## config.mk

```make
export PLATFORM = sky130hd
export DESIGN_NAME = fspes_device_flat
export DESIGN_NICKNAME = d
export VERILOG_FILES = /design/src/fspes_pkg.sv /design/src/fspes_if.sv /design/src/fspes_device.sv /design/src/flat_wrapper.sv
export SDC_FILE = /design/constraint.sdc
export NUM_CORES = 1
export LEC_CHECK = 0
export ABC_AREA = 1
export BUFFER_PORTS_ARGS = -buffer_cell sky130_fd_sc_hd__buf_2
export CAP_MARGIN = 10
export CORE_AREA = 8 8 115 117
export CTS_BUF_LIST = sky130_fd_sc_hd__clkbuf_16
export DETAILED_ROUTE_END_ITERATION = 8
export DIE_AREA = 0 0 123 125
export PLACE_DENSITY = 0.79
export SYNTH_ARGS = -nofsm -noshare
export SYNTH_HDL_FRONTEND = slang
export SYNTH_SLANG_ARGS = --single-unit
```

## constraint.sdc

```tcl
create_clock -name mclk_in -period 2.2 [get_ports mclk_in]
set_input_delay 0.11 -clock mclk_in [delete_from_list [all_inputs] [get_ports mclk_in]]
set_output_delay 0.11 -clock mclk_in [all_outputs]
set_load 0.01 [all_outputs]
```

## src/fspes_pkg.sv

```systemverilog
// package for the flash self-program entry service
package fspes_pkg;
	localparam int ADDR_W = 16;
	localparam int DATA_W = 8;
	localparam int RAM_W = 8;
	localparam logic [7:0] EP_PAGE_ERASE = 8'h17;
	localparam logic [7:0] EP_MASS_ERASE = 8'h1A;
	localparam logic [7:0] EP_READ_BYTE = 8'h11;
	localparam logic [7:0] EP_BLOCK_READ = 8'h26;
	localparam logic [7:0] EP_WRITE_BYTE = 8'h14;
	localparam logic [7:0] EP_BLOCK_WRITE = 8'h23;
	localparam logic [7:0] EP_EXIT = 8'h62;
	localparam logic [7:0] EP_SERIAL_ISP = 8'h00;
	localparam logic [7:0] MASS_CONFIRM = 8'h55;
	localparam logic [7:0] UNLOCK_KEY = 8'h98;
	localparam logic [2:0] KEY_WINDOW_CYC = 3'h6;
	localparam logic [7:0] BLOCK_WRITE_MAX = 8'h10;
	localparam int BOUNDARY_BYTES = 64;
	localparam logic [7:0] RESULT_RST = 8'h00;
	typedef enum logic [2:0] {
		FSPES_RES_NONE,
		FSPES_RES_RETURN,
		FSPES_RES_REJECT,
		FSPES_RES_RESET,
		FSPES_RES_SERIAL_ISP
	} fspes_result_e;
endpackage // fspes_pkg

```

## src/fspes_if.sv

```systemverilog
// interface joining the calling core and the entry service
`timescale 1ns/1ps
interface fspes_if;
	logic        key_wr;
	logic [7:0]  key_val;
	logic        call_req;
	logic [7:0]  entry_point;
	logic [7:0]  acc;
	logic [7:0]  flash_addr_high;
	logic [7:0]  flash_addr_low;
	logic [7:0]  write_data_byte;
	logic [7:0]  block_byte_count;
	logic [7:0]  index_ptr;
	logic [7:0]  write_pulse_timing;
	logic        busy;
	logic        done;
	logic [2:0]  result;
	logic [7:0]  read_result_byte;
	logic        ram_we;
	logic        ram_re;
	logic [7:0]  ram_addr;
	logic [7:0]  ram_wdata;
	logic [7:0]  ram_rdata;
	modport device (
		input  key_wr, key_val, call_req, entry_point, acc,
		input  flash_addr_high, flash_addr_low, write_data_byte,
		input  block_byte_count, index_ptr, write_pulse_timing, ram_rdata,
		output busy, done, result, read_result_byte,
		output ram_we, ram_re, ram_addr, ram_wdata
	);
	modport caller (
		output key_wr, key_val, call_req, entry_point, acc,
		output flash_addr_high, flash_addr_low, write_data_byte,
		output block_byte_count, index_ptr, write_pulse_timing, ram_rdata,
		input  busy, done, result, read_result_byte,
		input  ram_we, ram_re, ram_addr, ram_wdata
	);
endinterface // fspes_if

```

## src/fspes_device.sv

```systemverilog
// flash self-program entry service: device end
`timescale 1ns/1ps
module fspes_device (
	// clock and reset
	input  wire logic        mclk_in,
	input  wire logic        resetn_in,
	// core side
	fspes_if.device          cpu,
	// flash array side
	output logic             fl_page_erase_out,
	output logic             fl_mass_erase_out,
	output logic             fl_read_out,
	output logic             fl_write_out,
	output logic [15:0]      fl_addr_out,
	output logic [7:0]       fl_wdata_out,
	output logic [7:0]       fl_pulse_timing_out,
	input  wire logic [7:0]  fl_rdata_in,
	input  wire logic        fl_ready_in,
	// mode outputs and serial exit input
	output logic             serial_isp_out,
	output logic             device_reset_out,
	input  wire logic        serial_exit_in
);
	typedef enum logic [3:0] {
		FSPES_IDLE, FSPES_ERASE, FSPES_RD, FSPES_RD_WAIT, FSPES_WR,
		FSPES_BR_RD, FSPES_BR_WAIT, FSPES_BW_FETCH, FSPES_BW_WR,
		FSPES_WAIT, FSPES_FINISH, FSPES_ISP, FSPES_BW_LAT
	} fspes_state_e;

	fspes_state_e state_r;
	logic [2:0]   key_age_r;
	logic         key_live_r;
	logic [15:0]  addr_r;
	logic [7:0]   ptr_r;
	logic [7:0]   count_r;
	logic         mass_r;
	fspes_pkg::fspes_result_e res_r;

	// unlock window tracking
	always_ff @(posedge mclk_in or negedge resetn_in) begin
		if (!resetn_in) begin
			key_live_r <= 1'b0;
			key_age_r <= 3'h0;
		end else if (cpu.key_wr) begin
			key_live_r <= (cpu.key_val == fspes_pkg::UNLOCK_KEY);
			key_age_r <= 3'h0;
		end else if (cpu.call_req) begin
			key_live_r <= 1'b0;
		end else if (key_live_r) begin
			if (key_age_r >= fspes_pkg::KEY_WINDOW_CYC - 3'h1)
				key_live_r <= 1'b0;
			key_age_r <= key_age_r + 3'h1;
		end
	end

	// service sequencer
	always_ff @(posedge mclk_in or negedge resetn_in) begin
		if (!resetn_in) begin
			state_r <= FSPES_IDLE;
			addr_r <= 16'h0000;
			ptr_r <= 8'h00;
			count_r <= 8'h00;
			mass_r <= 1'b0;
			res_r <= fspes_pkg::FSPES_RES_NONE;
			cpu.busy <= 1'b0;
			cpu.done <= 1'b0;
			cpu.result <= fspes_pkg::FSPES_RES_NONE;
			cpu.read_result_byte <= fspes_pkg::RESULT_RST;
			cpu.ram_we <= 1'b0;
			cpu.ram_re <= 1'b0;
			cpu.ram_addr <= 8'h00;
			cpu.ram_wdata <= 8'h00;
			fl_page_erase_out <= 1'b0;
			fl_mass_erase_out <= 1'b0;
			fl_read_out <= 1'b0;
			fl_write_out <= 1'b0;
			fl_addr_out <= 16'h0000;
			fl_wdata_out <= 8'h00;
			fl_pulse_timing_out <= 8'h00;
			serial_isp_out <= 1'b0;
			device_reset_out <= 1'b0;
		end else begin
			cpu.done <= 1'b0;
			cpu.ram_we <= 1'b0;
			cpu.ram_re <= 1'b0;
			fl_page_erase_out <= 1'b0;
			fl_mass_erase_out <= 1'b0;
			fl_read_out <= 1'b0;
			fl_write_out <= 1'b0;
			device_reset_out <= 1'b0;
			case (state_r)
			FSPES_IDLE: begin
				if (cpu.call_req) begin
					addr_r <= {cpu.flash_addr_high, cpu.flash_addr_low};
					ptr_r <= cpu.index_ptr;
					count_r <= cpu.block_byte_count;
					fl_pulse_timing_out <= cpu.write_pulse_timing;
					mass_r <= 1'b0;
					cpu.busy <= 1'b1;
					res_r <= fspes_pkg::FSPES_RES_RETURN;
					if (!key_live_r) begin
						res_r <= fspes_pkg::FSPES_RES_REJECT;
						state_r <= FSPES_FINISH;
					end else if (cpu.entry_point == fspes_pkg::EP_PAGE_ERASE)
						state_r <= FSPES_ERASE;
					else if (cpu.entry_point == fspes_pkg::EP_MASS_ERASE) begin
						if (cpu.acc == fspes_pkg::MASS_CONFIRM) begin
							mass_r <= 1'b1;
							state_r <= FSPES_ERASE;
						end else begin
							res_r <= fspes_pkg::FSPES_RES_REJECT;
							state_r <= FSPES_FINISH;
						end
					end else if (cpu.entry_point == fspes_pkg::EP_READ_BYTE)
						state_r <= FSPES_RD;
					else if (cpu.entry_point == fspes_pkg::EP_BLOCK_READ)
						state_r <= FSPES_BR_RD;
					else if (cpu.entry_point == fspes_pkg::EP_WRITE_BYTE)
						state_r <= FSPES_WR;
					else if (cpu.entry_point == fspes_pkg::EP_BLOCK_WRITE) begin
						if (cpu.block_byte_count > fspes_pkg::BLOCK_WRITE_MAX)
							count_r <= fspes_pkg::BLOCK_WRITE_MAX;
						state_r <= FSPES_BW_FETCH;
					end else if (cpu.entry_point == fspes_pkg::EP_EXIT) begin
						res_r <= fspes_pkg::FSPES_RES_RESET;
						state_r <= FSPES_FINISH;
					end else if (cpu.entry_point == fspes_pkg::EP_SERIAL_ISP) begin
						res_r <= fspes_pkg::FSPES_RES_SERIAL_ISP;
						state_r <= FSPES_FINISH;
					end else begin
						res_r <= fspes_pkg::FSPES_RES_REJECT;
						state_r <= FSPES_FINISH;
					end
				end
			end
			FSPES_ERASE: begin
				fl_addr_out <= addr_r;
				fl_page_erase_out <= !mass_r;
				fl_mass_erase_out <= mass_r;
				// single accesses never fall into the block loop
				count_r <= 8'h00;
				if (mass_r)
					res_r <= fspes_pkg::FSPES_RES_SERIAL_ISP;
				state_r <= FSPES_WAIT;
			end
			FSPES_RD: begin
				fl_addr_out <= addr_r;
				fl_read_out <= 1'b1;
				state_r <= FSPES_RD_WAIT;
			end
			FSPES_RD_WAIT: begin
				if (fl_ready_in) begin
					cpu.read_result_byte <= fl_rdata_in;
					state_r <= FSPES_FINISH;
				end
			end
			FSPES_WR: begin
				fl_addr_out <= addr_r;
				fl_wdata_out <= cpu.write_data_byte;
				count_r <= 8'h00;
				fl_write_out <= 1'b1;
				state_r <= FSPES_WAIT;
			end
			FSPES_BR_RD: begin
				if (count_r == 8'h00)
					state_r <= FSPES_FINISH;
				else begin
					fl_addr_out <= addr_r;
					fl_read_out <= 1'b1;
					state_r <= FSPES_BR_WAIT;
				end
			end
			FSPES_BR_WAIT: begin
				if (fl_ready_in) begin
					cpu.ram_addr <= ptr_r;
					cpu.ram_wdata <= fl_rdata_in;
					cpu.ram_we <= 1'b1;
					ptr_r <= ptr_r + 8'h01;
					addr_r <= addr_r + 16'h0001;
					count_r <= count_r - 8'h01;
					state_r <= FSPES_BR_RD;
				end
			end
			FSPES_BW_FETCH: begin
				if (count_r == 8'h00)
					state_r <= FSPES_FINISH;
				else begin
					cpu.ram_addr <= ptr_r;
					cpu.ram_re <= 1'b1;
					state_r <= FSPES_BW_LAT;
				end
			end
			// ram data arrives one cycle after the read strobe
			FSPES_BW_LAT: state_r <= FSPES_BW_WR;
			FSPES_BW_WR: begin
				fl_addr_out <= addr_r;
				fl_wdata_out <= cpu.ram_rdata;
				fl_write_out <= 1'b1;
				ptr_r <= ptr_r + 8'h01;
				addr_r <= addr_r + 16'h0001;
				count_r <= count_r - 8'h01;
				state_r <= FSPES_WAIT;
			end
			FSPES_WAIT: begin
				if (fl_ready_in)
					state_r <= (count_r != 8'h00) ? FSPES_BW_FETCH : FSPES_FINISH;
			end
			FSPES_FINISH: begin
				cpu.busy <= 1'b0;
				cpu.done <= 1'b1;
				cpu.result <= res_r;
				if (res_r == fspes_pkg::FSPES_RES_RESET)
					device_reset_out <= 1'b1;
				if (res_r == fspes_pkg::FSPES_RES_SERIAL_ISP) begin
					serial_isp_out <= 1'b1;
					cpu.busy <= 1'b1;
					state_r <= FSPES_ISP;
				end else
					state_r <= FSPES_IDLE;
			end
			FSPES_ISP: begin
				if (serial_exit_in) begin
					serial_isp_out <= 1'b0;
					device_reset_out <= 1'b1;
					cpu.busy <= 1'b0;
					state_r <= FSPES_IDLE;
				end
			end
			default: state_r <= FSPES_IDLE;
			endcase
		end
	end
endmodule // fspes_device

```

## src/flat_wrapper.sv

```systemverilog
// flat-port wrapper written by rule: the top's interface ports become plain ports
module fspes_device_flat 
  (mclk_in, resetn_in, fl_page_erase_out, fl_mass_erase_out, fl_read_out, fl_write_out, fl_addr_out, fl_wdata_out, fl_pulse_timing_out, fl_rdata_in, fl_ready_in, serial_isp_out, device_reset_out, serial_exit_in, cpu_key_wr, cpu_key_val, cpu_call_req, cpu_entry_point, cpu_acc, cpu_flash_addr_high, cpu_flash_addr_low, cpu_write_data_byte, cpu_block_byte_count, cpu_index_ptr, cpu_write_pulse_timing, cpu_ram_rdata, cpu_busy, cpu_done, cpu_result, cpu_read_result_byte, cpu_ram_we, cpu_ram_re, cpu_ram_addr, cpu_ram_wdata);
  fspes_if cpu_i ();
  input  wire logic mclk_in;
  input  wire logic resetn_in;
  output logic fl_page_erase_out;
  output logic fl_mass_erase_out;
  output logic fl_read_out;
  output logic fl_write_out;
  output logic [15:0] fl_addr_out;
  output logic [7:0] fl_wdata_out;
  output logic [7:0] fl_pulse_timing_out;
  input  wire logic [7:0] fl_rdata_in;
  input  wire logic fl_ready_in;
  output logic serial_isp_out;
  output logic device_reset_out;
  input  wire logic serial_exit_in;
  input wire logic [$bits(cpu_i.key_wr)-1:0] cpu_key_wr;
  input wire logic [$bits(cpu_i.key_val)-1:0] cpu_key_val;
  input wire logic [$bits(cpu_i.call_req)-1:0] cpu_call_req;
  input wire logic [$bits(cpu_i.entry_point)-1:0] cpu_entry_point;
  input wire logic [$bits(cpu_i.acc)-1:0] cpu_acc;
  input wire logic [$bits(cpu_i.flash_addr_high)-1:0] cpu_flash_addr_high;
  input wire logic [$bits(cpu_i.flash_addr_low)-1:0] cpu_flash_addr_low;
  input wire logic [$bits(cpu_i.write_data_byte)-1:0] cpu_write_data_byte;
  input wire logic [$bits(cpu_i.block_byte_count)-1:0] cpu_block_byte_count;
  input wire logic [$bits(cpu_i.index_ptr)-1:0] cpu_index_ptr;
  input wire logic [$bits(cpu_i.write_pulse_timing)-1:0] cpu_write_pulse_timing;
  input wire logic [$bits(cpu_i.ram_rdata)-1:0] cpu_ram_rdata;
  output wire logic [$bits(cpu_i.busy)-1:0] cpu_busy;
  output wire logic [$bits(cpu_i.done)-1:0] cpu_done;
  output wire logic [$bits(cpu_i.result)-1:0] cpu_result;
  output wire logic [$bits(cpu_i.read_result_byte)-1:0] cpu_read_result_byte;
  output wire logic [$bits(cpu_i.ram_we)-1:0] cpu_ram_we;
  output wire logic [$bits(cpu_i.ram_re)-1:0] cpu_ram_re;
  output wire logic [$bits(cpu_i.ram_addr)-1:0] cpu_ram_addr;
  output wire logic [$bits(cpu_i.ram_wdata)-1:0] cpu_ram_wdata;
  assign cpu_i.key_wr = cpu_key_wr;
  assign cpu_i.key_val = cpu_key_val;
  assign cpu_i.call_req = cpu_call_req;
  assign cpu_i.entry_point = cpu_entry_point;
  assign cpu_i.acc = cpu_acc;
  assign cpu_i.flash_addr_high = cpu_flash_addr_high;
  assign cpu_i.flash_addr_low = cpu_flash_addr_low;
  assign cpu_i.write_data_byte = cpu_write_data_byte;
  assign cpu_i.block_byte_count = cpu_block_byte_count;
  assign cpu_i.index_ptr = cpu_index_ptr;
  assign cpu_i.write_pulse_timing = cpu_write_pulse_timing;
  assign cpu_i.ram_rdata = cpu_ram_rdata;
  assign cpu_busy = cpu_i.busy;
  assign cpu_done = cpu_i.done;
  assign cpu_result = cpu_i.result;
  assign cpu_read_result_byte = cpu_i.read_result_byte;
  assign cpu_ram_we = cpu_i.ram_we;
  assign cpu_ram_re = cpu_i.ram_re;
  assign cpu_ram_addr = cpu_i.ram_addr;
  assign cpu_ram_wdata = cpu_i.ram_wdata;
  fspes_device u_core (.mclk_in(mclk_in), .resetn_in(resetn_in), .cpu(cpu_i), .fl_page_erase_out(fl_page_erase_out), .fl_mass_erase_out(fl_mass_erase_out), .fl_read_out(fl_read_out), .fl_write_out(fl_write_out), .fl_addr_out(fl_addr_out), .fl_wdata_out(fl_wdata_out), .fl_pulse_timing_out(fl_pulse_timing_out), .fl_rdata_in(fl_rdata_in), .fl_ready_in(fl_ready_in), .serial_isp_out(serial_isp_out), .device_reset_out(device_reset_out), .serial_exit_in(serial_exit_in));
endmodule
```

# [After elaboration in Yosys (flattened, before gate mapping)]
# Index checks and enable logic that the tools add are counted.
# W data, S select, Z words.
[totals] reg_bits=113 inputBits=94 output_inout_bits=69
[classes] addsub=4 order_cmp=2 n_eq_ne=33 n_mux=83 reduce_logical=30
[op_table] op="$mux W8" count=14
[op_table] op="$mux W4" count=16
[op_table] op="$mux W16" count=3
[op_table] op="$pmux W16 S3" count=1
[op_table] op="$mux W3" count=15
[op_table] op="$pmux W4 S11" count=1
[op_table] op="$eq A8 B5 Y1 const B" count=4
[op_table] op="$pmux W16 S2" count=1
[op_table] op="$pmux W8 S2" count=2
[op_table] op="$pmux W8 S4" count=1
[op_table] op="$pmux W8 S3" count=1
[op_table] op="$mux W1" count=22
[op_table] op="$eq A4 B4 Y1 const B" count=5
[op_table] op="$reduce_and A3 Y1" count=6
[op_table] op="$add A16 B1 Y16 const B" count=1
[op_table] op="$eq A4 B3 Y1 const B" count=4
[op_table] op="$eq A8 B6 Y1 const B" count=2
[op_table] op="$eq A8 B7 Y1 const B" count=2
[op_table] op="$logic_not A8 Y1" count=2
[op_table] op="$ne A2 B2 Y1 const B" count=8
[op_table] op="$reduce_bool A2 Y1" count=6
[op_table] op="$reduce_and A2 Y1" count=5
[op_table] op="$add A8 B1 Y8 const B" count=1
[op_table] op="$eq A4 B2 Y1 const B" count=2
[op_table] op="other kinds (22)" count=27

# [Longest topological paths before layout]
# Gate-level depths: netlist of run 1.
[depth] depth_word=12 ltp_mapped=12 mapped_depth_nobuf=12

# [Worst setup path after synthesis of run 1]
# No wires, ideal clock.
[synth_path] kind="register -> register" from="register u_core.state_r[1]" to="register u_core.fl_addr_out[10]" t_arrival_ns=1.456 path_slack_ns=0.619 path_stages_with_launch=7 period_less_slack_ns=1.581 cell_sequence="dfrtp_1 -> nor2_2 -> inv_4 -> a21oi_4 -> nor2_2 -> nand3_2 -> mux2_2"
[synth_between] elab_chain_cells=4 elab_cells_between_ends=10 cone_classes="6 x eq/ne; 1 x mux; 3 x reduce/logical"
[synth_lines] element="from (decl)" line="fspes_device.sv:30" text="fspes_state_e state_r;"
[synth_lines] element="from (signal assigned)" line="fspes_device.sv:206" text="state_r <= (count_r != 8'h00) ? FSPES_BW_FETCH : FSPES_FINISH;"
[synth_lines] element="$eq A4 B2 Y1, or another cell as far along" line="fspes_device.sv:91" text="case (state_r)"
[synth_lines] element="$reduce_or A4 Y1 (no line)"
[synth_lines] element="$reduce_bool A2 Y1 (no line)"
[synth_lines] element="$reduce_and A2 Y1 (no line)"
[synth_lines] element="to (signal assigned)" line="fspes_device.sv:137" text="fl_addr_out <= addr_r;"
[synth_lines] element="to (signal assigned)" line="fspes_device.sv:147" text="fl_addr_out <= addr_r;"
[synth_lines] element="to (signal assigned)" line="fspes_device.sv:158" text="fl_addr_out <= addr_r;"
[synth_lines] element="to (decl)" line="fspes_device.sv:14" text="output logic [15:0] fl_addr_out,"
# Parallel ways exist; a longest one is shown, timed or not.
# A chain may end at the register's enable or synchronous reset.

# [Worst setup path after layout of run 1]
[layout_path] from="register u_core.state_r[1]" to="register u_core.fl_wdata_out[6]"
[layout_between] elab_chain_cells=2 elab_cells_between_ends=4 cone_classes="2 x eq/ne; 1 x mux; 1 x reduce/logical"
[layout_lines] element="$eq A4 B4 Y1 or $eq A4 B3 Y1 (tied branches)" line="fspes_device.sv:91"
[layout_lines] element="$pmux W8 S2 or $reduce_bool A2 Y1 (tied branches)"
[layout_lines] element="to (signal assigned)" line="fspes_device.sv:159" text="fl_wdata_out <= cpu.write_data_byte;"
[layout_lines] element="to (signal assigned)" line="fspes_device.sv:197" text="fl_wdata_out <= cpu.ram_rdata;"
[layout_lines] element="to (decl)" line="fspes_device.sv:15" text="output logic [7:0] fl_wdata_out,"
# Parallel ways exist; a longest one is shown, timed or not.

==> flow_summary.rst, run 1 <==
.. list-table::
   :header-rows: 1

   * - Metric
     - Value
   * - Comb pwr share
     - 0.467
   * - Routed len/inst
     - 14.3 um
   * - Violation count after the first detailed-route iteration
     - 498
   * - Die X-Extent
     - 123 um
   * - WP buf/inv
     - 3
   * - Max capacitance violation total
     - 0
   * - H-tree depth
     - 4
   * - Cell at the root of the clock tree
     - clkbuf_16
   * - Total count of hold-check failures in the final report
     - 0
   * - Slew at the pin closest to its max-slew limit
     - 513 ps
   * - Initial Utilization
     - 0.506
   * - I/O pin total
     - 163
   * - Nets in the synthesized netlist
     - 835
   * - Overall routed net length
     - 15,900 um
   * - ANT nets after route
     - 0
   * - Proportion of power drawn by the clock network
     - 0.225
   * - Post-synth ARST share
     - 1.00
   * - Cell types with the largest area share after synthesis
     - dfrtp_1 48%, nand2_1 11%, nor2_1 6.6%
   * - Post-layout worst setup margin
     - 158 ps
   * - Cells after Synth
     - 735
   * - Maximum cell stage delay along the critical path
     - 580 ps
   * - Pin count of the biggest net entering global routing
     - 40
   * - Largest delay share family, worst path
     - buffers and inverters
   * - Avg Cell Area, Syn
     - 8.00 um^2
   * - Worst hold margin
     - 14.6 ps
   * - HPWL Detailed
     - 11,100 um
   * - Antenna cells
     - 0
   * - Clock insertion delay at the later pin of the skew report
     - 410 ps
   * - DR vias/cell
     - 5.08
   * - Area growth, synth to finish
     - 34.2%
   * - Num rows
     - 40
   * - Number of port buffers
     - 162
   * - Register area share after synthesis
     - 0.481
   * - Pwr/cell area
     - 1530 mW/mm^2
   * - Type of the worst setup path
     - flip-flop to flip-flop
   * - Clock tree buffer depth
     - 2
   * - Slowest stage cell, crit path
     - dlygate4sd3_1
   * - Most instantiated flip-flop cell in the synthesis netlist
     - dfrtp_1
   * - Count of unresolved DRC violations after routing
     - 0
   * - GRT Overall Usage
     - 0.214
   * - Clk pin slew, worst setup/hold paths
     - 60 ps
   * - Area enclosed by the die boundary
     - 0.0154 mm^2
   * - Floorplan Core Area
     - 0.0116 mm^2
   * - Leakage power summed over all cells
     - 0.00401 uW
   * - Largest voltage drop on the vdd net
     - 0.000723 V
   * - Clock tree from TritonCTS
     - done
   * - Data arrival time of the worst path
     - 2390 ps
   * - Switching component of the power
     - 5080 uW
   * - Switching share of total power
     - 0.421
   * - Count of unique library cells instantiated by Yosys
     - 46
   * - Cells traversed along the worst timing path
     - nor2_2 > inv_4 > a21oi_4 > buf_4 > nor2_1 > a31oi_1 > dlygate4sd3_1
   * - Number of global-route vias before repair
     - 5,805
   * - Library cell occupying the most area in the post-synthesis netlist
     - dfrtp_1
   * - Final-report max-slew violation count
     - 0
   * - Number of vias in the routed layout
     - 5,641
   * - Critical path startpoint category
     - flip-flop
   * - EDFF count, synth
     - 0
   * - Core occupancy in the finished layout
     - 0.679
   * - Setup-violating endpoint count in the final report
     - 0
   * - Number of CTS-inserted buffers
     - 17
   * - Largest fanout of any net on the critical path
     - 17
   * - RSZ-0062 raised after global routing
     - false
   * - Worst slew margin relative to its limit
     - 0.657
   * - # clock sinks
     - 113
   * - Total number of yosys warnings
     - 0
   * - Pre-CTS setup slack
     - 302 ps
   * - First-pass GRT wire length
     - 26,700 um
   * - Overall die height
     - 125 um
   * - Sequential share of power
     - 0.308
   * - Top cell type's share of synthesized area
     - 0.481
   * - Most common cell after layout, fill and taps aside
     - nand2_1
   * - Routability Congestion
     - 0.866
   * - Min Tclk post-route
     - 2040 ps
   * - Outcome
     - finished, final reports clean
   * - Total congestion overflow
     - 0
   * - Fraction of layout instances using a drive strength above 1
     - 0.260
   * - Final clock skew
     - 6.91 ps
   * - Cell Int Power
     - 6980 uW
   * - Setup TNS
     - 0 ps
   * - Antenna violations before repair
     - 0
   * - FF+latch count, synth
     - 113
   * - Highest Clock Rate
     - 0.490 GHz
   * - Cell area after synthesis
     - 0.00588 mm^2
   * - Total power consumption of the routed design
     - 12,100 uW
   * - Critical Path End Type
     - flip-flop
   * - # nets final
     - 1,051
   * - TritonRoute pass-1 iters
     - 5
   * - Class of the worst hold path
     - input port to flip-flop
   * - Final clock period utilization by the worst path
     - 0.928
   * - Most frequent cells in the layout
     - 178 x nand2_1, 161 x buf_2, 113 x dfrtp_1, 104 x nor2_1, 81 x inv_1
   * - Critical path required time
     - 2550 ps
-- sequential cells by signal, summed over array words and instances (netlist names), 3 cells and up --
name	flops
u_core.key_age_r	3
u_core.fl_pulse_timing_out	8
u_core.cpu.ram_addr	8
u_core.count_r	8
u_core.ptr_r	8
u_core.cpu.ram_wdata	8
u_core.cpu.result	3
u_core.cpu.read_result_byte	8
u_core.addr_r	16
u_core.fl_addr_out	16
u_core.res_r	3
u_core.fl_wdata_out	8
u_core.state_r	4
-- metal layers --
| metal | vias up | track usage | part of all wire |
|---|---|---|---|
| li1 | 2816 | - | - |
| met1 | 2606 | 0.255 | 0.41 |
| met2 | 187 | 0.354 | 0.49 |
| met3 | 32 | 0.0612 | 0.075 |
| met4 | 0 | 0.0858 | 0.023 |
| met5 | - | 0 | 0 |
-- final timing paths --
path | startpoint | endpoint | slack [ps] | depth (start not counted)
min reg2reg | u_core.mass_r | u_core.fl_page_erase_out | 430 | 1
min | cpu_flash_addr_high[2] | u_core.addr_r[10] | 10 | 3
min in group asynchronous | resetn_in | u_core.cpu.ram_addr[5] | 220 | 2
max reg2reg | u_core.state_r[1] | u_core.fl_wdata_out[6] | 160 | 7
max | u_core.state_r[1] | u_core.fl_wdata_out[6] | 160 | 7
max in group asynchronous | resetn_in | u_core.fl_addr_out[14] | 1250 | 3
-- tightest hold or removal path: cells and delay by family --
family / cells / cell delay (ps)
buf+inv: 1 / 100
compound gates: 2 / 180
-- kinds of logic after synthesis --
family / count (synthesis) / share of synthesized area
fa+ha+maj: 6 / 0.0128
simple gates: 354 / 0.265
xor+xnor: 5 / 0.00745
buf+inv: 106 / 0.0770
mux: 7 / 0.0132
flops: 113 / 0.481
compound gates: 144 / 0.143
-- cell type report --
| cell class | count | area [um^2] |
|---|---|---|
| clock buffers | 17 | 425 |
| clock inverters | 15 | 163 |
| fillers | 920 | 3720 |
| inverters | 88 | 335 |
| multi-input cells | 516 | 2600 |
| flip-flops and latches | 113 | 2830 |
| well taps | 147 | 184 |
| repair buffers | 215 | 1350 |
-- what timing repair did --
| action | CTS | global route |
|---|---|---|
| endpoints found under the hold margin | 79 | 0 |
| endpoints found under the setup margin | 0 | 0 |
| hold buffers | 42 | 0 |
| resized for setup | 0 | 0 |
| buffers inserted | 0 | 0 |
-- cell usage after synthesis (4+ instances only) --
master	instances
nand2_1	178
nor3_1	13
a31oi_1	8
dfrtp_1	113
buf_4	4
o31ai_1	4
a21oi_2	4
nor2_1	104
nand4_1	5
xor2_1	4
o21ai_1	6
nand3_1	25
nand2_4	5
nor2_2	5
a21oi_1	37
ha_1	6
o21ai_0	67
inv_2	5
inv_1	81
buf_2	10
mux2_2	6
-- power groups by stage --
stage	Combinational, uW	Clock [uW]	Sequential [uW]
final	5630	2710	3710
after global routing	6340	2850	3840
after CTS	5640	2750	3700
after detailed placement	5380	0	3700
after global placement	5230	0	3700
after floorplan	3600	0	3890
-- metrics by stage --
stage | cells | area [um^2]
final | 1111 | 7890
after detailed placement | 1037 | 6880
after global routing | 1111 | 7890
after floorplan | 735 | 5880
after CTS | 1111 | 7890
after global placement | 1037 | 6880
(Power assumes the default switching activity.)
==> run 2: changes to the inputs <==
ABC_AREA = unset   (was 1)
CORE_AREA = 8 8 114 116   (was 8 8 115 117)
DIE_AREA = 0 0 122 124   (was 0 0 123 125)
==> run 2 against run 1 <==
Global-route usage increased by 0.33 points. Worst setup slack got worse by 38 ps. Critical path depth decreased by 1. Register-to-register slack got worse by 40 ps. Final cell count decreased by 17%. Critical endpoint is now u_core.fl_addr_out[13]. Largest cell class unchanged.
==> flow_summary.rst, run 2 <==
.. list-table::
   :header-rows: 1

   * - Metric
     - Value
   * - Hold path startpoint
     - cpu_write_data_byte[7]
   * - Final clock period utilization by the worst path
     - 0.945 (+0.0172)
   * - Total count of hold-check failures in the final report
     - 0 (unchanged)
   * - Library cell occupying the most area in the post-synthesis netlist
     - dfrtp_1
   * - Data arrival time of the worst path
     - 2360 ps (-30 ps)
   * - Total congestion overflow
     - 0 (unchanged)
   * - Number of placed instances with taps included
     - 857 (-17%)
   * - Routability Congestion
     - 0.889 (+2.7%)
   * - Num rows
     - 39 (-2.5%)
   * - EDFF count, synth
     - 0 (unchanged)
   * - Routed len/inst
     - 17.5 um (+22%)
   * - Highest Clock Rate
     - 0.481 GHz (-1.8%)
   * - Setup TNS
     - 0 ps (unchanged)
   * - Startpoint of the worst setup timing path
     - u_core.count_r[4]
   * - Critical path required time
     - 2480 ps (-70 ps)
   * - R2R cell count
     - 6 (-1)
   * - # fillers
     - 797 (-13%)
   * - Number of CTS-inserted buffers
     - 17 (unchanged)
   * - Non-filler cells, final
     - 926 (-17%)
   * - Largest regs
     - u_core.addr_r x16, u_core.fl_addr_out x16
   * - Floorplan Core Area
     - 0.0112 mm^2 (-3.8%)
   * - Post-synth ARST share
     - 1.00 (unchanged)
   * - Avg Cell Area, Syn
     - 10.4 um^2 (+30%)
   * - Critical Path End Type
     - flip-flop
   * - Area growth, synth to finish
     - 36.0%
   * - Clock tree buffer depth
     - 2 (unchanged)
   * - Cell area after synthesis
     - 0.00577 mm^2 (-1.9%)
   * - Overall routed net length
     - 16,200 um (+2.0%)
   * - I/O pin total
     - 163 (unchanged)
   * - Total power consumption of the routed design
     - 11,500 uW (-4.5%)
   * - Total number of yosys warnings
     - 0 (unchanged)
   * - Violation count after the first detailed-route iteration
     - 480 (-3.6%)
   * - Slew at the pin closest to its max-slew limit
     - 643 ps (+130 ps)
   * - Fraction of layout instances using a drive strength above 1
     - 0.364 (+0.104)
   * - H-tree depth
     - 4 (unchanged)
   * - Pwr/cell area
     - 1470 mW/mm^2 (-4.0%)
   * - FF+latch count, synth
     - 113 (unchanged)
   * - Antenna cells
     - 0 (unchanged)
   * - Worst R2R Start
     - u_core.count_r[4]
   * - HPWL Detailed
     - 11,500 um (+3.5%)
   * - Final clock skew
     - 10.6 ps (+3.74 ps)
   * - Number of global-route vias before repair
     - 5,455 (-6.0%)
   * - TritonRoute pass-1 iters
     - 5 (unchanged)
   * - Type of the worst setup path
     - flip-flop to flip-flop
   * - Cells traversed along the worst timing path
     - nor3_4 > and4b_1 > a311oi_1 > a311oi_4 > buf_12 > mux2_2
   * - First-pass GRT wire length
     - 26,500 um (-0.65%)
   * - Die X-Extent
     - 122 um (-0.81%)
   * - Largest voltage drop on the vdd net
     - 0.000787 V (+8.9%)
   * - Clock insertion delay at the later pin of the skew report
     - 410 ps (about the same)
   * - Leakage power summed over all cells
     - 0.00365 uW (-8.8%)
   * - DR vias/cell
     - 5.71 (+12%)
   * - Pin count of the biggest net entering global routing
     - 45 (+13%)
   * - Most instantiated flip-flop cell in the synthesis netlist
     - dfrtp_1
   * - WP buf/inv
     - 1 (-2)
   * - Most common cell after layout, fill and taps aside
     - buf_2
   * - Nets in the synthesized netlist
     - 654 (-22%)
   * - Number of vias in the routed layout
     - 5,287 (-6.3%)
   * - # clock sinks
     - 113 (unchanged)
   * - Overall die height
     - 124 um (-0.80%)
   * - ANT nets after route
     - 0 (unchanged)
   * - RSZ-0062 raised after global routing
     - false
   * - Post-layout worst setup margin
     - 120 ps (-37.8 ps)
   * - Critical path startpoint category
     - flip-flop
   * - Largest delay share family, worst path
     - simple AND/OR/NAND/NOR gates
   * - Maximum cell stage delay along the critical path
     - 430 ps (-150 ps)
   * - Cells after Synth
     - 554 (-25%)
   * - Outcome
     - finished, final reports clean
   * - Largest fanout of any net on the critical path
     - 16 (-1)
   * - Worst slew margin relative to its limit
     - 0.568 (-0.0896)
   * - Area enclosed by the die boundary
     - 0.0151 mm^2 (-1.6%)
   * - Most frequent cells in the layout
     - 161 x buf_2, 113 x dfrtp_1, 55 x nand2_1, 46 x a21oi_1, 42 x mux2_2
   * - Antenna violations before repair
     - 0 (unchanged)
   * - Max capacitance violation total
     - 0 (unchanged)
   * - Count of unresolved DRC violations after routing
     - 0 (unchanged)
   * - Hold Path Depth
     - 3 (unchanged)
   * - Number of port buffers
     - 162 (unchanged)
   * - Cell at the root of the clock tree
     - clkbuf_16
   * - Clock tree from TritonCTS
     - done
   * - Setup-violating endpoint count in the final report
     - 0 (unchanged)
   * - Count of unique library cells instantiated by Yosys
     - 73 (+59%)
   * - Clk pin slew, worst setup/hold paths
     - 60 ps (about the same)
   * - GRT Overall Usage
     - 0.217 (+0.00330)
   * - Register area share after synthesis
     - 0.490 (+0.00929)
   * - Top cell type's share of synthesized area
     - 0.490 (+0.00929)
   * - # nets final
     - 870 (-17%)
   * - Most instantiated library cell after synthesis
     - dfrtp_1
   * - Initial Utilization
     - 0.516 (+0.00982)
   * - Cell types with the largest area share after synthesis
     - dfrtp_1 49%, mux2_2 8.2%, a21oi_1 4.1%
   * - Most frequent cells after synthesis
     - 113 x dfrtp_1, 55 x nand2_1, 47 x a21oi_1
   * - Final-report max-slew violation count
     - 0 (unchanged)
   * - Pre-CTS setup slack
     - 119 ps (-183 ps)
   * - Stages on worst setup path
     - 6 (-1)
   * - Min Tclk post-route
     - 2080 ps (+37.8 ps)
   * - Slowest stage cell, crit path
     - dfrtp_1
   * - Class of the worst hold path
     - input port to flip-flop
## run 2: cell count changes in the layout (fill, tap and decap cells not counted), sizes merged, moves of 15 or more
| cell | change |
|---|---|
| inv | -78 |
| o21ai | -33 |
| mux2 | +46 |
| nand2 | -129 |
| buf | +15 |
| nor2 | -81 |
## run 2: cells by family (layout without fill, tap and decap cells)
family / after synthesis / after routing / synth area share
muxes: 61 / 61 / 0.124
DFF: 113 / 113 / 0.490
xor gates and xnor gates: 4 / 4 / 0.00607
adders and majority gates: 6 / 6 / 0.0130
buffers and inverters: 40 / 269 / 0.0347
AOI/OAI and AO/OA: 156 / 156 / 0.171
and+or+nand+nor: 174 / 174 / 0.161
## run 2: worst paths after layout
path / to / slack, ps
min: u_core.fl_wdata_out[7] / 8
min in group asynchronous: u_core.key_age_r[2] / 250
min reg2reg: u_core.fl_wdata_out[0] / 480
max in group asynchronous: u_core.fl_addr_out[10] / 1160
max: u_core.fl_addr_out[13] / 120
max reg2reg: u_core.fl_addr_out[13] / 120
## run 2: cell type report
cell class	instances	area [um^2]	share of cell area
clock inverter	15	193	0.0246
clock buffer	17	425	0.0542
multi-input combinational	401	2760	0.352
timing repair buffer	225	1420	0.181
inverter	12	45.0	0.00574
tap	143	179	0.0228
sequential	113	2830	0.361
## run 2: what timing repair did
action                     in CTS  in global routing
setup endpoints to repair       0                 13
hold endpoints to repair       84                  0
resized for setup               0                  3
setup buffers                   0                  0
hold buffers                   37                  0
## run 2: metal layers
metal / track usage / part of all wire
met3: 0.0521 / 0.074
met2: 0.375 / 0.51
met5: 0 / 0
met4: 0.0948 / 0.018
met1: 0.254 / 0.40
## run 2: stage by stage
step / instance area, um^2 / util / hold slack, ps
floorplan: 5770 / - / -186
global placement: 6850 / 0.613 / 148
detailed placement: 6850 / 0.613 / 155
CTS: 7840 / 0.701 / 1.13
global route: 7840 / 0.702 / 20.0
finish: 7840 / 0.702 / 7.70
## run 2: worst register-to-register path, cell delays in order, from the launching register on
cell	delay [ps]
dfrtp_1	430
nor3_4	240
and4b_1	250
a311oi_1	140
a311oi_4	340
buf_12	210
mux2_2	350
## run 2: power by group
part,internal (uW),switching (uW)
combinational,2330,2640
sequential,3000,698
clock,1880,966
total,7210,4310
==> run 3: changes to the inputs <==
BUFFER_PORTS_ARGS = unset   (was -buffer_cell sky130_fd_sc_hd__buf_2)
CORE_AREA = 8 8 104 106   (was 8 8 114 116)
DIE_AREA = 0 0 112 114   (was 0 0 122 124)
DONT_BUFFER_PORTS = 1   (was unset)
==> run 3 against run 2 <==
The run now ends with negative hold slack left. Register-to-register slack hardly changed. Global-route usage is 3.1 points higher. Clock-buffer cell count stayed put. Die area is 16% lower. Total power is 8.1% lower. Non-clock buffer count is 135 lower. Largest power group is now registers.
==> flow_summary.rst, run 3 (synthesized netlist as in run 2, its figures left out) <==
.. list-table::
   :header-rows: 1

   * - Metric
     - Value
   * - Area growth, synth to finish
     - 24.2%
   * - Total congestion overflow
     - 0 (unchanged)
   * - Worst hold margin
     - -596 ps (-603 ps)
   * - Routability Congestion
     - 0.865 (-2.7%)
   * - Num rows
     - 35 (-10%)
   * - Setup TNS
     - 0 ps (unchanged)
   * - Worst slew margin relative to its limit
     - 0.544 (-0.0233)
   * - Die X-Extent
     - 112 um (-8.2%)
   * - Cells traversed along the worst timing path
     - buf_4 > or4b_2 > a211o_1 > o31ai_1 > nor3_1 > o221ai_1
   * - Final clock period utilization by the worst path
     - 0.948 (+0.00264)
   * - Largest regs
     - u_core.addr_r x16, u_core.fl_addr_out x16
   * - Largest voltage drop on the vdd net
     - 0.000657 V (-17%)
   * - Floorplan Core Area
     - 0.00911 mm^2 (-18%)
   * - Slew at the pin closest to its max-slew limit
     - 677 ps (+34.7 ps)
   * - Switching share of total power
     - 0.391 (+0.0165)
   * - # nets final
     - 735 (-16%)
   * - Routed len/inst
     - 21.0 um (+20%)
   * - # clock sinks
     - 113 (unchanged)
   * - Proportion of power drawn by the clock network
     - 0.228 (-0.019)
   * - Number of port buffers
     - 0 (-100%)
   * - TritonRoute pass-1 iters
     - 6 (+1)
   * - Setup-violating endpoint count in the final report
     - 0 (unchanged)
   * - Class of the worst hold path
     - input port to asynchronous set/reset pin
   * - Antenna cells
     - 0 (unchanged)
   * - Overall die height
     - 114 um (-8.1%)
   * - Maximum cell stage delay along the critical path
     - 710 ps (+280 ps)
   * - Failing checks
     - negative hold slack
   * - Sequential share of power
     - 0.389 (+0.068)
   * - Clock tree buffer depth
     - 2 (unchanged)
   * - Most common cell after layout, fill and taps aside
     - dfrtp_1
   * - Critical Path End Type
     - flip-flop
   * - H-tree depth
     - 4 (unchanged)
   * - Clock tree from TritonCTS
     - done
   * - Critical path startpoint category
     - flip-flop
   * - Slowest stage cell, crit path
     - or4b_2
   * - Outcome
     - finished, violations left
   * - Area enclosed by the die boundary
     - 0.0128 mm^2 (-16%)
   * - Highest routing layer actually used
     - met4
   * - Violation count after the first detailed-route iteration
     - 467 (-2.7%)
   * - Wl on met1
     - 6080 um (-5.6%)
   * - Type of the worst setup path
     - flip-flop to flip-flop
   * - GRT Overall Usage
     - 0.249 (+0.0314)
   * - Detailed-routed wire length on met2
     - 8160 um (-1.3%)
   * - Switching component of the power
     - 4130 uW (-4.1%)
   * - Fraction of layout instances using a drive strength above 1
     - 0.176 (-0.188)
   * - Data arrival time of the worst path
     - 2390 ps (+30 ps)
   * - Initial Utilization
     - 0.633 (+0.117)
   * - Clk pin slew, worst setup/hold paths
     - 50 ps (about the same)
   * - I/O pin total
     - 163 (unchanged)
   * - Total power consumption of the routed design
     - 10,600 uW (-8.1%)
   * - Min Tclk post-route
     - 2090 ps (+5.80 ps)
   * - Largest delay share family, worst path
     - simple AND/OR/NAND/NOR gates
   * - Count of unresolved DRC violations after routing
     - 0 (unchanged)
   * - Overall routed net length
     - 15,900 um (-1.7%)
   * - Antenna violations before repair
     - 0 (unchanged)
   * - First-pass GRT wire length
     - 25,400 um (-4.2%)
   * - HPWL Detailed
     - 10,300 um (-10%)
   * - Critical path required time
     - 2500 ps (+20 ps)
   * - Met3 wire len
     - 1470 um (+22%)
   * - Most frequent cells in the layout
     - 113 x dfrtp_1, 68 x dlygate4sd3_1, 55 x nand2_1, 46 x a21oi_1, 42 x mux2_2
   * - Final clock skew
     - 11.9 ps (+1.22 ps)
   * - Cell at the root of the clock tree
     - clkbuf_16
   * - Number of global-route vias before repair
     - 4,892 (-10%)
   * - DR vias/cell
     - 6.42 (+12%)
   * - Number of CTS-inserted buffers
     - 17 (unchanged)
   * - Clock insertion delay at the later pin of the skew report
     - 410 ps (about the same)
   * - # hold bufs at CTS
     - 68 (+84%)
   * - Leakage power summed over all cells
     - 0.00305 uW (-16%)
   * - ANT nets after route
     - 0 (unchanged)
   * - RSZ-0062 raised after global routing
     - false
   * - Pwr/cell area
     - 1480 mW/mm^2 (+0.62%)
   * - Largest fanout of any net on the critical path
     - 17 (+1)
   * - Max capacitance violation total
     - 0 (unchanged)
   * - WP buf/inv
     - 1 (unchanged)
   * - Number of vias in the routed layout
     - 4,859 (-8.1%)
   * - Core occupancy in the finished layout
     - 0.786 (+0.0845)
   * - Cell Int Power
     - 6450 uW (-11%)
   * - Final-report max-slew violation count
     - 0 (unchanged)
   * - Pin count of the biggest net entering global routing
     - 114 (+150%)
   * - Highest Clock Rate
     - 0.479 GHz (-0.28%)
   * - Comb pwr share
     - 0.384 (-0.048)
   * - Total count of hold-check failures in the final report
     - 113 (+113)
[run 3: cell types whose count changed in the layout (fill, tap and decap cells not counted), sizes merged]
cell	change
buf	-166
dlygate4sd3	+31
bufinv	-3
clkinv	+2
clkinvlp	-1
[run 3: cell type report]
| cell class | instances | area (um^2) |
|---|---|---|
| sequential | 113 | 2830 |
| multi-input combinational | 401 | 2760 |
| fill | 584 | 1950 |
| timing repair buffer | 90 | 871 |
| clock buffer | 17 | 425 |
| tap | 111 | 139 |
| clock inverter | 13 | 98.8 |
| inverter | 12 | 45.0 |
[run 3: power by group through the flow]
stage	clock network [uW]	logic, uW	registers [uW]
3_5_place_dp	0	3830	4110
5_1_grt	2530	4480	4230
6_report	2410	4060	4110
2_1_floorplan	0	3120	3810
3_3_place_gp	0	3660	4040
4_1_cts	2450	3960	4090
[run 3: per-layer routing]
metal,vias to the layer above,global-route usage
met5,-,0
met4,0,0.0863
met3,22,0.0856
met2,243,0.426
met1,2380,0.286
li1,2214,-
[run 3: metrics by stage]
step | setup slack [ps] | cells | cell area (um^2) | hold WS (ps)
after CTS | 134 | 757 | 7160 | -611
after global routing | 13.6 | 757 | 7160 | -613
after floorplan | 155 | 554 | 5770 | -186
after detailed placement | 134 | 659 | 5950 | -182
final | 114 | 757 | 7160 | -596
after global placement | 191 | 659 | 5950 | -183
[run 3: repair_timing]
action | CTS | global route
endpoints found under the hold margin | 183 | 113
setup endpoints to repair | 0 | 10
resized for setup | 0 | 2
setup buffers | 0 | 0
[run 3: path summary, 6_finish.rpt]
kind / startpoint / to / slack (ps) / cells after the start
max in group asynchronous: resetn_in / u_core.count_r[6] / 2670 / 0
worst min register to register: u_core.mass_r / u_core.fl_page_erase_out / 520 / 1
min in group mclk_in: cpu_flash_addr_low[4] / u_core.addr_r[4] / 20 / 3
worst min-delay path: resetn_in / u_core.fl_wdata_out[0] / -600 / 0
worst max register to register: u_core.state_r[2] / u_core.state_r[3] / 110 / 6
worst max-delay path: u_core.state_r[2] / u_core.state_r[3] / 110 / 6
